--- config.mk ---
export PLATFORM = sky130hd
export DESIGN_NAME = bdt_port
export DESIGN_NICKNAME = d
export VERILOG_FILES = /design/src/bdt_edge_sync.v /design/src/bdt_port.v
export VERILOG_INCLUDE_DIRS = /design/src
export SDC_FILE = /design/constraint.sdc
export NUM_CORES = 1
export LEC_CHECK = 0
export BUFFER_PORTS_ARGS = -buffer_cell sky130_fd_sc_hd__buf_4
export CORE_ASPECT_RATIO = 1.25
export CORE_UTILIZATION = 23
export CTS_BUF_LIST = sky130_fd_sc_hd__clkbuf_2
export CTS_CLUSTER_DIAMETER = 80
export CTS_CLUSTER_SIZE = 25
export DETAILED_ROUTE_END_ITERATION = 8
export SLEW_MARGIN = 20
export SYNTH_ARGS = -nofsm -noshare
export SYNTH_HDL_FRONTEND = slang
export SYNTH_SLANG_ARGS = --single-unit
--- constraint.sdc ---
create_clock -name clk_i -period 2.35 [get_ports clk_i]
set_input_delay 0.47 -clock clk_i [delete_from_list [all_inputs] [get_ports clk_i]]
set_output_delay 0.47 -clock clk_i [all_outputs]
set_load 0.005 [all_outputs]
--- src/bdt_regs.vh ---
// Register offsets, fields, sector sizes and timing constants for the burst/DMA read port
`ifndef BDT_REGS_VH
`define BDT_REGS_VH
// Word addresses on the Wishbone slave
`define BDT_ADR_BURST    4'h0
`define BDT_ADR_DMA      4'h1
`define BDT_ADR_OUTCTL   4'h2
`define BDT_ADR_STATUS   4'h3
`define BDT_ADR_NOP      4'h4
`define BDT_ADR_FLASH    4'h5
// Burst control fields
`define BDT_B_EN         0
`define BDT_B_INV        1
`define BDT_B_LAT_LO     2
`define BDT_B_LAT_HI     4
`define BDT_B_HOLD       5
`define BDT_B_LEN_LO     8
`define BDT_B_LEN_HI     15
// DMA control fields
`define BDT_D_EN         0
`define BDT_D_PULSE      1
`define BDT_D_CNT_LO     8
`define BDT_D_CNT_HI     13
// Output control fields
`define BDT_O_FAST       0
// Status fields
`define BDT_S_DONE       0
`define BDT_S_ERR        1
`define BDT_S_ACTIVE     2
`define BDT_S_BURST      3
// Sector size in 16-bit words, and largest sector count (64 x 512 B = 32 KB)
`define BDT_SECT_WORDS   9'h100
`define BDT_MAX_SECT     7'h40
// Pulse request time, ns; 40 MHz clock
`define BDT_PULSE_NS     300
`define BDT_CLK_MHZ      40
`define BDT_PULSE_CYC    ((`BDT_PULSE_NS * `BDT_CLK_MHZ + 999) / 1000)
`define BDT_BASE_LAT     4'h2
`endif

--- src/bdt_edge_sync.v ---
// Two-stage synchroniser with edge detection for the burst clock pin
`timescale 1ns/1ps
module bdt_edge_sync (
   input wire clk_i,
   input wire rst_i,
   input wire gate_i,
   input wire pin_i,
   output wire level_o,
   output wire rise_o,
   output wire fall_o
);
   reg meta_q;
   reg sync_q;
   reg last_q;

   // First stage read only by the second; gate holds all stages low
   always @(posedge clk_i) begin
      if (rst_i || !gate_i) begin
         meta_q <= 1'b0;
         sync_q <= 1'b0;
         last_q <= 1'b0;
      end else begin
         meta_q <= pin_i;
         sync_q <= meta_q;
         last_q <= sync_q;
      end
   end

   assign level_o = sync_q;
   assign rise_o = sync_q & ~last_q;
   assign fall_o = ~sync_q & last_q;
endmodule // bdt_edge_sync

--- src/bdt_port.v ---
// Burst read, DMA request and fast output control for the flash disk host port
//
// Register access over Wishbone and the placing of the registers were decided locally.
`timescale 1ns/1ps
`include "bdt_regs.vh"
module bdt_port #(
   parameter LEN_W = 8,
   parameter CNT_W = 7
) (
   input wire clk_i,
   input wire rst_i,
   input wire [3:0] wb_adr_i,
   input wire [31:0] wb_dat_i,
   output reg [31:0] wb_dat_o,
   input wire wb_we_i,
   input wire [3:0] wb_sel_i,
   input wire wb_cyc_i,
   input wire wb_stb_i,
   output reg wb_ack_o,
   output wire wb_err_o,
   input wire burst_clk_i,
   input wire chip_select_n_i,
   input wire output_enable_n_i,
   input wire write_enable_n_i,
   input wire reset_input_n_i,
   input wire [31:0] plane_data_i,
   output reg plane_fetch_o,
   input wire ecc_error_i,
   output reg [15:0] data_o,
   output wire data_oe_n_o,
   output wire transfer_request_n_o,
   output wire interrupt_request_n_o
);
   // Burst, DMA, output control and status registers
   reg burst_en_q, inv_q, hold_q, dma_en_q, pulse_q, fast_q, done_q, err_q;
   reg [2:0] lat_q;
   reg [LEN_W-1:0] len_q;
   reg [CNT_W-1:0] cnt_q;
   wire wb_req, wb_wr;
   reg dma_start, sector_end;

   // Synchronised pins
   reg cs_m_q, cs_s_q, oe_m_q, oe_s_q, we_m_q, we_s_q, rn_m_q, rn_s_q;
   wire rst_pin_n;
   wire clk_rise;
   wire clk_fall;

   always @(posedge clk_i) begin
      if (rst_i) begin
         cs_m_q <= 1'b1;
         cs_s_q <= 1'b1;
         oe_m_q <= 1'b1;
         oe_s_q <= 1'b1;
         we_m_q <= 1'b1;
         we_s_q <= 1'b1;
         rn_m_q <= 1'b0;
         rn_s_q <= 1'b0;
      end else begin
         cs_m_q <= chip_select_n_i;
         cs_s_q <= cs_m_q;
         oe_m_q <= output_enable_n_i;
         oe_s_q <= oe_m_q;
         we_m_q <= write_enable_n_i;
         we_s_q <= we_m_q;
         rn_m_q <= reset_input_n_i;
         rn_s_q <= rn_m_q;
      end
   end
   assign rst_pin_n = rn_s_q;

   // Clock pin gated off unless enabled and the reset pin is released
   bdt_edge_sync u_clk (
      .clk_i(clk_i),
      .rst_i(rst_i),
      .gate_i(burst_en_q & rst_pin_n),
      .pin_i(burst_clk_i),
      .level_o(),
      .rise_o(clk_rise),
      .fall_o(clk_fall)
   );

   // Wishbone decode: single-cycle ack, unmapped reads give zero
   assign wb_req = wb_cyc_i & wb_stb_i & ~wb_ack_o;
   assign wb_wr = wb_req & wb_we_i;
   assign wb_err_o = 1'b0;

   function [31:0] bdt_rd;
      input [3:0] adr;
      begin
         bdt_rd = 32'h0000_0000;
         case (adr)
            `BDT_ADR_BURST: begin
               bdt_rd[`BDT_B_EN] = burst_en_q;
               bdt_rd[`BDT_B_INV] = inv_q;
               bdt_rd[`BDT_B_LAT_HI:`BDT_B_LAT_LO] = lat_q;
               bdt_rd[`BDT_B_HOLD] = hold_q;
               bdt_rd[`BDT_B_LEN_HI:`BDT_B_LEN_LO] = len_q;
            end
            `BDT_ADR_DMA: begin
               bdt_rd[`BDT_D_EN] = dma_en_q;
               bdt_rd[`BDT_D_PULSE] = pulse_q;
               bdt_rd[`BDT_D_CNT_HI:`BDT_D_CNT_LO] = cnt_q[5:0];
            end
            `BDT_ADR_OUTCTL: bdt_rd[`BDT_O_FAST] = fast_q;
            `BDT_ADR_STATUS: begin
               bdt_rd[`BDT_S_DONE] = done_q;
               bdt_rd[`BDT_S_ERR] = err_q;
               bdt_rd[`BDT_S_ACTIVE] = dma_en_q;
               bdt_rd[`BDT_S_BURST] = burst_en_q;
            end
            default: bdt_rd = 32'h0000_0000;
         endcase
      end
   endfunction

   always @(posedge clk_i) begin
      if (rst_i) begin
         wb_ack_o <= 1'b0;
         wb_dat_o <= 32'h0000_0000;
      end else begin
         wb_ack_o <= wb_req;
         wb_dat_o <= wb_req ? bdt_rd(wb_adr_i) : 32'h0000_0000;
      end
   end

   // Configuration writes; reset pin also clears burst enable
   always @(posedge clk_i) begin
      if (rst_i) begin
         burst_en_q <= 1'b0;
         inv_q <= 1'b0;
         lat_q <= 3'h0;
         hold_q <= 1'b0;
         len_q <= {LEN_W{1'b0}};
         fast_q <= 1'b0;
         pulse_q <= 1'b0;
      end else begin
         if (!rst_pin_n) begin
            burst_en_q <= 1'b0;
         end else if (wb_wr && wb_adr_i == `BDT_ADR_BURST && wb_sel_i[0]) begin
            burst_en_q <= wb_dat_i[`BDT_B_EN];
            inv_q <= wb_dat_i[`BDT_B_INV];
            lat_q <= wb_dat_i[`BDT_B_LAT_HI:`BDT_B_LAT_LO];
            hold_q <= wb_dat_i[`BDT_B_HOLD];
         end
         if (wb_wr && wb_adr_i == `BDT_ADR_BURST && wb_sel_i[1]) begin
            len_q <= wb_dat_i[`BDT_B_LEN_HI:`BDT_B_LEN_LO];
         end
         if (wb_wr && wb_adr_i == `BDT_ADR_OUTCTL && wb_sel_i[0]) begin
            fast_q <= wb_dat_i[`BDT_O_FAST];
         end
         if (wb_wr && wb_adr_i == `BDT_ADR_DMA && wb_sel_i[0]) begin
            pulse_q <= wb_dat_i[`BDT_D_PULSE];
         end
      end
   end

   // Burst engine: sample select on chosen clock edge, present words on rising
   localparam B_IDLE = 2'h0;
   localparam B_WAIT = 2'h1;
   localparam B_DATA = 2'h2;
   localparam B_DONE = 2'h3;
   reg [1:0] bst_q;
   reg [3:0] wait_q;
   reg [LEN_W-1:0] left_q;
   reg half_q;
   reg hold_ph_q;
   reg [15:0] upper_q;
   wire sel_rd;
   wire samp;

   assign sel_rd = ~cs_s_q & ~oe_s_q & we_s_q;
   assign samp = inv_q ? clk_fall : clk_rise;

   always @(posedge clk_i) begin
      if (rst_i || !burst_en_q) begin
         bst_q <= B_IDLE;
         wait_q <= 4'h0;
         left_q <= {LEN_W{1'b0}};
         half_q <= 1'b0;
         hold_ph_q <= 1'b0;
         upper_q <= 16'h0000;
         data_o <= 16'h0000;
         plane_fetch_o <= 1'b0;
      end else begin
         plane_fetch_o <= 1'b0;
         case (bst_q)
            B_IDLE: begin
               if (samp && sel_rd) begin
                  // Falling sample: next rising edge is the half cycle
                  wait_q <= {1'b0, lat_q} + `BDT_BASE_LAT - {3'h0, ~inv_q};
                  left_q <= len_q;
                  half_q <= 1'b0;
                  hold_ph_q <= 1'b0;
                  bst_q <= B_WAIT;
               end
            end
            B_WAIT: begin
               if (!sel_rd) begin
                  bst_q <= B_IDLE;
               end else if (clk_rise) begin
                  if (wait_q == 4'h0) begin
                     data_o <= plane_data_i[15:0];
                     upper_q <= plane_data_i[31:16];
                     half_q <= 1'b1;
                     plane_fetch_o <= 1'b1;
                     left_q <= left_q - {{(LEN_W-1){1'b0}}, 1'b1};
                     bst_q <= B_DATA;
                  end else begin
                     wait_q <= wait_q - 4'h1;
                  end
               end
            end
            B_DATA: begin
               if (!sel_rd) begin
                  bst_q <= B_IDLE;
               end else if (clk_rise) begin
                  if (hold_q && !hold_ph_q) begin
                     hold_ph_q <= 1'b1;
                  end else if (left_q == {LEN_W{1'b0}}) begin
                     bst_q <= B_DONE;
                  end else begin
                     hold_ph_q <= 1'b0;
                     left_q <= left_q - {{(LEN_W-1){1'b0}}, 1'b1};
                     if (half_q) begin
                        data_o <= upper_q;
                        half_q <= 1'b0;
                     end else begin
                        data_o <= plane_data_i[15:0];
                        upper_q <= plane_data_i[31:16];
                        half_q <= 1'b1;
                        plane_fetch_o <= 1'b1;
                     end
                  end
               end
            end
            B_DONE: begin
               if (!sel_rd) begin
                  bst_q <= B_IDLE;
               end
            end
            default: bst_q <= B_IDLE;
         endcase
      end
   end

   // Output buffers: fast mode at select, else only while words are presented
   assign data_oe_n_o = ~(sel_rd & (fast_q | bst_q == B_DATA));

   // DMA sequencer: counts flash words read, one sector at a time
   localparam D_IDLE = 2'h0;
   localparam D_XFER = 2'h1;
   localparam D_HALT = 2'h2;
   localparam [31:0] PULSE_CYC = `BDT_PULSE_CYC; // Only the low bits fit the timer
   reg [1:0] dst_q;
   reg [8:0] word_q;
   reg [CNT_W-1:0] rem_q;
   reg req_lvl_q;
   reg [3:0] pulse_cnt_q;
   reg rd_q;
   wire rd_end;
   wire raise_req, pulse_mode;

   assign rd_end = rd_q & ~sel_rd;

   always @* begin
      dma_start = wb_wr && wb_adr_i == `BDT_ADR_DMA && wb_sel_i[0]
         && wb_dat_i[`BDT_D_EN];
      sector_end = dst_q == D_XFER && rd_end && word_q == `BDT_SECT_WORDS - 9'h1;
   end

   assign raise_req = dma_start | (sector_end & ~ecc_error_i & dma_en_q);
   assign pulse_mode = dma_start ? wb_dat_i[`BDT_D_PULSE] : pulse_q; // Start write sets style

   always @(posedge clk_i) begin
      if (rst_i) begin
         dst_q <= D_IDLE;
         word_q <= 9'h000;
         rem_q <= {CNT_W{1'b0}};
         cnt_q <= {CNT_W{1'b0}};
         dma_en_q <= 1'b0;
         req_lvl_q <= 1'b0;
         pulse_cnt_q <= 4'h0;
         done_q <= 1'b0;
         err_q <= 1'b0;
         rd_q <= 1'b0;
      end else begin
         rd_q <= sel_rd;
         // Pulse timer runs independently of the state
         if (raise_req && pulse_mode) begin
            pulse_cnt_q <= PULSE_CYC[3:0];
         end else if (pulse_cnt_q != 4'h0) begin
            pulse_cnt_q <= pulse_cnt_q - 4'h1;
         end
         // Done and error status bits cleared by writing one; a new event wins
         if (wb_wr && wb_adr_i == `BDT_ADR_STATUS) begin
            if (wb_dat_i[`BDT_S_DONE]) done_q <= 1'b0;
            if (wb_dat_i[`BDT_S_ERR]) err_q <= 1'b0;
         end
         if (wb_wr && wb_adr_i == `BDT_ADR_DMA && wb_sel_i[0]) begin
            cnt_q <= wb_dat_i[`BDT_D_CNT_HI:`BDT_D_CNT_LO] == 6'h00 ? `BDT_MAX_SECT
               : {1'b0, wb_dat_i[`BDT_D_CNT_HI:`BDT_D_CNT_LO]};
            dma_en_q <= wb_dat_i[`BDT_D_EN];
         end
         case (dst_q)
            D_IDLE, D_HALT: begin
               if (dma_start) begin
                  rem_q <= wb_dat_i[`BDT_D_CNT_HI:`BDT_D_CNT_LO] == 6'h00 ? `BDT_MAX_SECT
                     : {1'b0, wb_dat_i[`BDT_D_CNT_HI:`BDT_D_CNT_LO]};
                  word_q <= 9'h000;
                  req_lvl_q <= 1'b1;
                  dst_q <= D_XFER;
               end
            end
            D_XFER: begin
               if (rd_end) begin
                  word_q <= word_q + 9'h001;
               end
               if (sector_end) begin
                  word_q <= 9'h000;
                  req_lvl_q <= 1'b0;
                  if (ecc_error_i) begin
                     err_q <= 1'b1;
                     dma_en_q <= 1'b0;
                     dst_q <= D_HALT;
                  end else if (rem_q == {{(CNT_W-1){1'b0}}, 1'b1}) begin
                     done_q <= 1'b1;
                     rem_q <= {CNT_W{1'b0}};
                     dma_en_q <= 1'b0;
                     dst_q <= D_IDLE;
                  end else if (!dma_en_q) begin
                     dst_q <= D_IDLE;
                  end else begin
                     rem_q <= rem_q - {{(CNT_W-1){1'b0}}, 1'b1};
                     req_lvl_q <= 1'b1;
                  end
               end
            end
            default: dst_q <= D_IDLE;
         endcase
      end
   end

   // Request and interrupt pins, both active low
   assign transfer_request_n_o = pulse_q ? (pulse_cnt_q == 4'h0)
      : ~req_lvl_q;
   assign interrupt_request_n_o = ~(done_q | err_q);
endmodule // bdt_port

==> qor.yml, run 1 <==
placement:
  routabilityCongestion: 0.811
  port_buffers: 97
  dpl-instance-area_um2: 7140
  place_hpwl_um: 11400
drt:
  wl_um: 15700
  vias: 5436
  initialDrtViolationCount: 223
  vias_per_cell: 4.51
  ant_nets: 0
  wire_per_inst_um: 13.1
  drc_errors: 0
  drt_first_pass_iters: 7
floorplanning:
  boundaryPins: 137
  start_util_pct: 23.4
  fp.dieArea_um2: 26200
  die_h_um: 181
  num_rows: 65
  die_width_um: 145
  core_area_um2: 25100
clock_network:
  clk_pin_slew_ns: 0.21
  cts_root_buffer: "clkbuf_2"
  cts_max_path_buffers: 2
  cts_num_sinks: 124
  numCtsBuffers: 17
  clock_latency_ns: 0.72
  tritoncts: "built"
  cts.htree.levels: 4
sta:
  fmax_mhz: 449
  period_needed_ns: 2.23
  rsz0062_at_grt: "yes"
  hold_viol: 0
  finalCritPeriodShare_pct: 94.8
  slew_headroom_pct: 55.2
  setup_tns_ns: 0
  finalMaxSlewViolations: 0
  worst_pin_slew_ns: 0.671
  clock_skew_ns: 0.0319
  setup_viol: 0
yosys:
  synth.distinct_cells: 72
  synthFlopType: "dfxtp_1"
  syn_avg_cell_area_um2: 8.54
  synth_edf_count: 0
  synth_warnings: 0
  ys_seq_area_share_pct: 42.2
  synth-async-reset-ratio_pct: 0
  postSynthCellCount: 688
  synthesis.area_um2: 5880
  ys_seq_elements: 124
flow_run:
  maxCapViolations: 0
setup_path:
  crit_path_frequent_cell: "buf_4"
  max_stage_delay_ns: 0.37
  path_buf_inv: 2
  arrival_ns: 1.76
  crit_required_ns: 1.88
  cp_cell_sequence: "nor3b_4, buf_4, o21ai_2, buf_4"
  path_class: "reg -> out"
  crit_family: "flip-flops"
  cp-start-kind: "register"
  critPathMaxFanout: 6
  cp-end-kind: "primary output"
  cp_slowest_cell: "dfxtp_1"
grt:
  grt_max_degree: 37
  grt.total_usage_pct: 12.2
  antenna_found_initial: 1
  grt-ovfl-total: 0
  grt_pass1_wl_um: 26100
  grt_pass1_vias: 5222
final_layout:
  final_common_cell: "buf_4"
  syn_to_final_growth_pct: 36.6
  final_nets: 953
  nFillCells: 2656
  drive_gt1_share_pct: 24.2
  final_area_um2: 8030
  final_cell_mix: "buf_4, dfxtp_1, nor2_1"
worst_hold_path:
  hp-class: "in -> reg"
power_and_ir_drop:
  power_frac_seq_pct: 50.8
  leakage_uw: 0.00324
  total_power_uw: 4270
  power.switching_uw: 1130
  intPower_uw: 3140
  clkPwrFrac_pct: 38.3
  ir_drop_v: 0.000236
  power_frac_comb_pct: 11.0
  power_density_nw_per_um2: 532
  switching_share_pct: 26.5
run_status:
  status: "complete, no violations"
-- sequential cells by signal, indices dropped and copies added, names as in the netlist, 6 cells and up --
signal,flops
upper_q,16
word_q,9
cnt_q,6
wb_dat_o,14
data_o,16
left_q,8
rem_q,7
len_q,8
-- through the flow --
| stage | util (%) | hold slack, ns | instances | worst slack [ns] |
|---|---|---|---|---|
| 4_1_cts | 31.8 | 0.00791 | 1200 | 0.0120 |
| 2_1_floorplan | - | 0.389 | 706 | 0.0631 |
| 3_5_place_dp | 28.4 | 0.393 | 1117 | 0.0605 |
| 3_3_place_gp | 28.4 | 0.395 | 1117 | 0.0639 |
| 5_1_grt | 31.9 | 0.0379 | 1204 | -0.0152 |
| 6_report | 31.9 | 0.0744 | 1204 | 0.123 |
-- worst paths after layout --
kind	depth (start not counted)	startpoint	end	slack, ns
worst max-delay path	4	oe_s_q	data_oe_n_o	0.12
worst min-delay path	3	wb_dat_i[0]	fast_q	0.07
worst max register to register	5	left_q[3]	bst_q[1]	0.15
worst min register to register	1	oe_m_q	oe_s_q	0.43
-- metal layers --
layer  vias to the layer above  wire [um]  track usage, %  share of wire, %
met2                       146       7800            21.6                50
met4                         0        201            3.74               1.3
met1                      2498       6970            14.5                44
li1                       2776          -               -                 -
met3                        16        770            2.85               4.9
met5                         -          0               0                 0
-- logic make-up after synthesis --
logic type | share of synthesized area, %
flops | 42.2
buf+inv | 6.86
other cells | 0.0638
fa+ha+maj | 3.19
mux | 4.64
xor+xnor | 1.34
simple gates | 23.0
compound gates | 18.7
-- synthesized netlist by cell type (6+ instances only) --
library cell | count | share of area [%]
mux2i_1 | 25 | 4.3
o211ai_1 | 6 | 0.77
and2_1 | 6 | 0.64
clkbuf_1 | 35 | 2.2
nand3_1 | 44 | 3.7
dfxtp_1 | 124 | 42
and3_1 | 6 | 0.64
a211oi_1 | 7 | 0.89
a22o_1 | 7 | 1.0
a311oi_1 | 16 | 2.4
ha_1 | 15 | 3.2
o31ai_1 | 8 | 1.0
or2_2 | 8 | 0.85
o21ai_0 | 44 | 3.7
inv_1 | 22 | 1.4
xor2_1 | 6 | 0.89
buf_4 | 20 | 2.6
nand2_1 | 62 | 4.0
nand4_1 | 7 | 0.75
a31oi_1 | 11 | 1.2
nor2_1 | 67 | 4.3
nor2b_1 | 13 | 1.4
a21oi_1 | 24 | 2.0
nor3_1 | 14 | 1.2
-- final cells by class --
| class | instances | area [um^2] | area share (%) |
|---|---|---|---|
| multi-input cells | 498 | 3140 | 39.1 |
| clock inverters | 15 | 210 | 2.62 |
| clock buffers | 17 | 85.1 | 1.06 |
| repair buffers | 191 | 1600 | 19.9 |
| flip-flops and latches | 124 | 2490 | 31.0 |
| well taps | 335 | 419 | 5.22 |
| diodes | 1 | 2.50 | 0.0312 |
| inverters | 23 | 86.3 | 1.08 |
-- tightest hold or removal path: cells and delay by family --
kind          cells  cell delay, ns
simple gates      1            0.07
buf+inv           1            0.14
mux               1            0.08
-- power groups by stage --
stage               Combinational (uW)  Clock (uW)  Sequential, uW
finish                             468        1640            2170
global route                       513        1780            2170
CTS                                436        1700            2170
detailed placement                 313           0            2200
global placement                   304           0            2200
floorplan                          200           0            2200
-- what timing repair did --
action	4_1_cts	5_1_grt
endpoints found under the setup margin	2	3
setup buffers	1	3
pin swaps	1	1
hold endpoints to repair	56	0
resized for setup	14	5
hold buffers	50	0
No activity file was read; power rests on OpenSTA's default activity.
==> inputs of run 2 (changes only) <==
--- a/config.mk
+++ b/config.mk
@@ -13,6 +13,7 @@
 export CTS_CLUSTER_DIAMETER = 80
 export CTS_CLUSTER_SIZE = 25
 export DETAILED_ROUTE_END_ITERATION = 8
+export REMOVE_ABC_BUFFERS = 1
 export SLEW_MARGIN = 20
 export SYNTH_ARGS = -nofsm -noshare
 export SYNTH_HDL_FRONTEND = slang
==> qor.yml, run 2 (synthesis results as in run 1) <==
worst_hold_path:
  hp-class: "in -> reg"
  hold_depth: 3
sta:
  hold_viol: 0
  fmax_mhz: 445
  worst_pin_slew_ns: 0.631
  finalMaxSlewViolations: 0
  slew_headroom_pct: 57.9
  fin_hold_ws_ns: 0.0991
  rsz0062_at_grt: "yes"
  finalCritPeriodShare_pct: 95.6
  setup_viol: 0
  period_needed_ns: 2.25
  clock_skew_ns: 0.0361
placement:
  place_hpwl_um: 11600
  dpl.cell_count: 1120
  port_buffers: 97
  routabilityCongestion: 0.861
grt:
  grt-ovfl-total: 0
  grt.total_usage_pct: 12.5
  antenna_found_initial: 1
  grt_pass1_vias: 5198
  grt_pass1_wl_um: 26300
  grt_max_degree: 34
final_layout:
  syn_to_final_growth_pct: 36.2
  reg_top3: "data_o x16, upper_q x16, wb_dat_o x14"
  layout.cells.non_filler: 1206
  drive_gt1_share_pct: 24.1
  nFillCells: 2663
  final_common_cell: "buf_4"
  final_nets: 955
  final_cell_mix: "buf_4, dfxtp_1, nor2_1"
setup_path:
  cp-end-kind: "register"
  crit_family: "simple AND/OR/NAND/NOR gates"
  path_buf_inv: 2
  crit_path_frequent_cell: "inv_1"
  reg2regPathDepth: 7
  arrival_ns: 2.85
  cp_slowest_cell: "or4b_2"
  cp_cell_sequence: "inv_1, ha_1, inv_1, a211oi_1, a31oi_2, or4b_2, a31oi_1"
  crit_required_ns: 2.96
  max_stage_delay_ns: 0.65
  cp-start-kind: "register"
  cp.depth: 7
  critPathMaxFanout: 8
  path_class: "reg -> reg"
power_and_ir_drop:
  leakage_uw: 0.00321
  ir_drop_v: 0.000220
  power_density_nw_per_um2: 497
floorplanning:
  die_width_um: 145
  start_util_pct: 23.4
  core_area_um2: 25100
  num_rows: 65
  boundaryPins: 137
  fp.dieArea_um2: 26200
  die_h_um: 181
drt:
  vias: 5537
  dr_wl_met2_um: 8120
  met1_length_um: 7200
  wire_per_inst_um: 13.5
  ant_nets: 0
  dr.max_layer_used: "met4"
  initialDrtViolationCount: 309
  wl_met3_um: 777
  wl_um: 16200
  vias_per_cell: 4.59
  drc_errors: 0
  drt_first_pass_iters: 7
flow_run:
  maxCapViolations: 0
clock_network:
  cts.htree.levels: 4
  cts_max_path_buffers: 2
  cts_root_buffer: "clkbuf_2"
  numCtsBuffers: 17
  tritoncts: "built"
  clock_latency_ns: 0.70
  clk_pin_slew_ns: 0.18
  cts_num_sinks: 124
run_status:
  status: "complete, no violations"
-- run 2: changes by cell type in the layout (fill, tap and decap cells not counted), sizes merged --
cell	delta
clkbuf	+1
bufinv	-2
inv	-3
clkinvlp	+3
buf	+2
clkinv	+1
-- run 2: final cells by class --
| class | instances | area [um^2] | area share [%] |
|---|---|---|---|
| inverters | 23 | 86.3 | 1.08 |
| well taps | 335 | 419 | 5.24 |
| clock buffers | 18 | 90.1 | 1.13 |
| multi-input cells | 498 | 3150 | 39.3 |
| clock inverters | 14 | 146 | 1.83 |
| diodes | 1 | 2.50 | 0.0313 |
| flip-flops and latches | 124 | 2490 | 31.1 |
| repair buffers | 193 | 1620 | 20.3 |
-- run 2: worst paths after layout --
path	startpoint	to	slack, ns
hold reg to reg	we_m_q	we_s_q	0.43
hold / removal	wb_dat_i[0]	fast_q	0.1
setup reg to reg	bst_q[1]	left_q[0]	0.10
setup / recovery	bst_q[1]	left_q[0]	0.10
-- run 2: power breakdown --
part           internal [uW]  leakage [uW]  switching [uW]  total [uW]
sequential              2140       0.00100            27.9        2170
clock                    491      0.000132             849        1340
combinational            278       0.00208             188         466
total                   2910       0.00321            1060        3980
-- run 2: repair_timing --
item	CTS	global route
endpoints found under the hold margin	57	0
cloned	0	0
resized for setup	14	6
setup buffers	1	2
pin swaps	2	1
setup endpoints to repair	2	6
hold buffers	50	0
-- run 2: through the flow --
| stage | util (%) | TNS [ns] | cell area, um^2 | total power [uW] | setup slack [ns] |
|---|---|---|---|---|---|
| final | 31.8 | 0 | 8000 | 3980 | 0.103 |
| after global routing | 31.8 | -0.359 | 8000 | 4210 | -0.101 |
| after detailed placement | 28.5 | 0 | 7170 | 2510 | 0.0655 |
| after global placement | 28.5 | 0 | 7170 | 2510 | 0.0852 |
| after floorplan | - | -50.71 | 5630 | 2350 | -1.77 |
| after CTS | 31.7 | -0.0223 | 7960 | 4010 | -0.0223 |
-- run 2: layer usage --
| metal | up-vias | global-route usage [%] |
|---|---|---|
| met2 | 160 | 22.1 |
| met4 | 0 | 4.00 |
| met3 | 9 | 2.78 |
| met5 | - | 0 |
| met1 | 2583 | 14.7 |
| li1 | 2785 | - |
-- run 2: worst reg2reg max path: stages (launching register included) --
cell and delay, ns:
dfxtp_1 0.43, inv_1 0.12, ha_1 0.31, inv_1 0.07, a211oi_1 0.26, a31oi_2 0.16
or4b_2 0.65, a31oi_1 0.18
==> inputs of run 3 (changes only) <==
--- a/config.mk
+++ b/config.mk
@@ -6,10 +6,10 @@
 export SDC_FILE = /design/constraint.sdc
 export NUM_CORES = 1
 export LEC_CHECK = 0
-export BUFFER_PORTS_ARGS = -buffer_cell sky130_fd_sc_hd__buf_4
+export BUFFER_PORTS_ARGS = -buffer_cell sky130_fd_sc_hd__clkbuf_2
 export CORE_ASPECT_RATIO = 1.25
 export CORE_UTILIZATION = 23
-export CTS_BUF_LIST = sky130_fd_sc_hd__clkbuf_2
+export CTS_BUF_LIST = sky130_fd_sc_hd__clkbuf_8
 export CTS_CLUSTER_DIAMETER = 80
 export CTS_CLUSTER_SIZE = 25
 export DETAILED_ROUTE_END_ITERATION = 8
==> qor.yml, run 3 (synthesis results as in run 1) <==
run_status:
  status: "complete, no violations"
power_and_ir_drop:
  switching_share_pct: 25.9
  ir_drop_v: 0.000317
  power_frac_comb_pct: 6.7
  leakage_uw: 0.00295
  clkPwrFrac_pct: 42.2
  intPower_uw: 3120
  power_frac_seq_pct: 51.1
  power_density_nw_per_um2: 578
  power.switching_uw: 1090
final_layout:
  final_cell_mix: "dfxtp_1, clkbuf_2, nor2_1"
  final_nets: 900
  final_common_cell: "dfxtp_1"
  antennaDiodeCount: 0
  drive_gt1_share_pct: 23.9
  syn_to_final_growth_pct: 24.1
  final_area_um2: 7290
  reg_top3: "data_o x16, upper_q x16, wb_dat_o x14"
  area.sequential_um2: 2480
  nFillCells: 2682
  fin_util_pct: 29.0
  multi_input_area_um2: 3100
grt:
  grt_pass1_vias: 5069
  antenna_found_initial: 0
  grt.total_usage_pct: 12.1
  grt_pass1_wl_um: 25400
  grt-ovfl-total: 0
  grt_max_degree: 37
drt:
  ant_nets: 0
  drc_errors: 0
  vias_per_cell: 4.60
  wl_um: 15500
  vias: 5293
  wire_per_inst_um: 13.5
  initialDrtViolationCount: 261
  drt_first_pass_iters: 4
clock_network:
  clk_pin_slew_ns: 0.07
  tritoncts: "built"
  numCtsBuffers: 17
  cts_root_buffer: "clkbuf_8"
  clock_latency_ns: 0.45
  cts_max_path_buffers: 2
  cts_num_sinks: 124
  cts.htree.levels: 4
setup_path:
  r2r_start: "u_clk.level_o"
  max_stage_delay_ns: 0.33
  critPathMaxFanout: 4
  arrival_ns: 1.73
  cp-start-kind: "register"
  cp_cell_sequence: "inv_1, ha_1, nor3b_2, nand2_1, o21ai_0, clkbuf_2"
  path_class: "reg -> out"
  reg2reg_slack_ns: 0.19
  reg2reg_to: "left_q[0]"
  cp-end-kind: "primary output"
  reg2regPathDepth: 5
  cp_slowest_cell: "nor3b_2"
  crit_required_ns: 1.88
sta:
  worst_pin_slew_ns: 0.670
  fin_hold_ws_ns: 0.202
  period_needed_ns: 2.20
  finalCritPeriodShare_pct: 93.5
  finalMaxSlewViolations: 0
  clock_skew_ns: 0.0158
  setup_viol: 0
  rsz0062_at_grt: "no"
  fmax_mhz: 455
  slew_headroom_pct: 55.1
  setup_tns_ns: 0
  fin_ws_ns: 0.153
  hold_viol: 0
placement:
  pre_cts_slack_ns: 0.0290
  dpl-instance-area_um2: 6900
  port_buffers: 97
  place_hpwl_um: 11500
  routabilityCongestion: 0.871
worst_hold_path:
  hold_path_startpoint: "chip_select_n_i"
  min_to: "cs_m_q"
  hold_depth: 2
  hp-class: "in -> reg"
floorplanning:
  start_util_pct: 23.4
  die_width_um: 145
  fp.dieArea_um2: 26200
  boundaryPins: 137
  num_rows: 65
  die_h_um: 181
  core_area_um2: 25100
flow_run:
  maxCapViolations: 0
run 3: stage by stage:
step	power [uW]	cells
global route	4430	1150
floorplan	2350	645
detailed placement	2480	1118
global placement	2470	1118
CTS	4280	1150
finish	4220	1150
run 3: power by group through the flow:
stage	Sequential, uW	Combinational (uW)	Clock, uW
floorplan	2200	159	0
global placement	2200	273	0
detailed placement	2200	278	0
CTS	2150	284	1840
global route	2160	313	1950
finish	2150	281	1780
run 3: cell type report:
class	count	area share, %
timing repair buffer	138	11.4
tap	335	5.75
inverter	23	1.18
multi-input combinational	498	42.5
clock inverter	14	1.68
sequential	124	34.1
clock buffer	18	3.40
run 3: how the worst max path moves through the flow:
stage / from / endpoint / slack [ns] / depth (start not counted)
floorplan: bst_q[0] / data_o[0] / -1.77 / 6
global placement: bst_q[0] / data_o[2] / 0.07 / 9
detailed placement: bst_q[0] / data_o[0] / 0.03 / 9
CTS: bst_q[0] / data_oe_n_o / 0.07 / 5
global route: pulse_cnt_q[0] / transfer_request_n_o / 0.02 / 6
finish: pulse_cnt_q[0] / transfer_request_n_o / 0.15 / 6
run 3: worst max-delay path, delay by kind of cell (launching register included):
family                     cells  cell delay, ns
DFF                            1            0.31
buffers and inverters          2            0.25
adders and majority gates      1            0.20
and+or+nand+nor                2            0.41
AOI/OAI and AO/OA              1            0.11
run 3: per-layer routing:
metal,GRT usage [%],up-vias,share of wire [%]
li1,-,2672,-
met1,14.9,2445,46
met2,20.1,151,47
met3,2.85,25,4.7
met4,5.23,0,2.3
met5,0,-,0
run 3: what timing repair did:
item	CTS	global route
resized for setup	2	2
endpoints found under the setup margin	2	13
hold buffers	0	0
buffers inserted	0	0
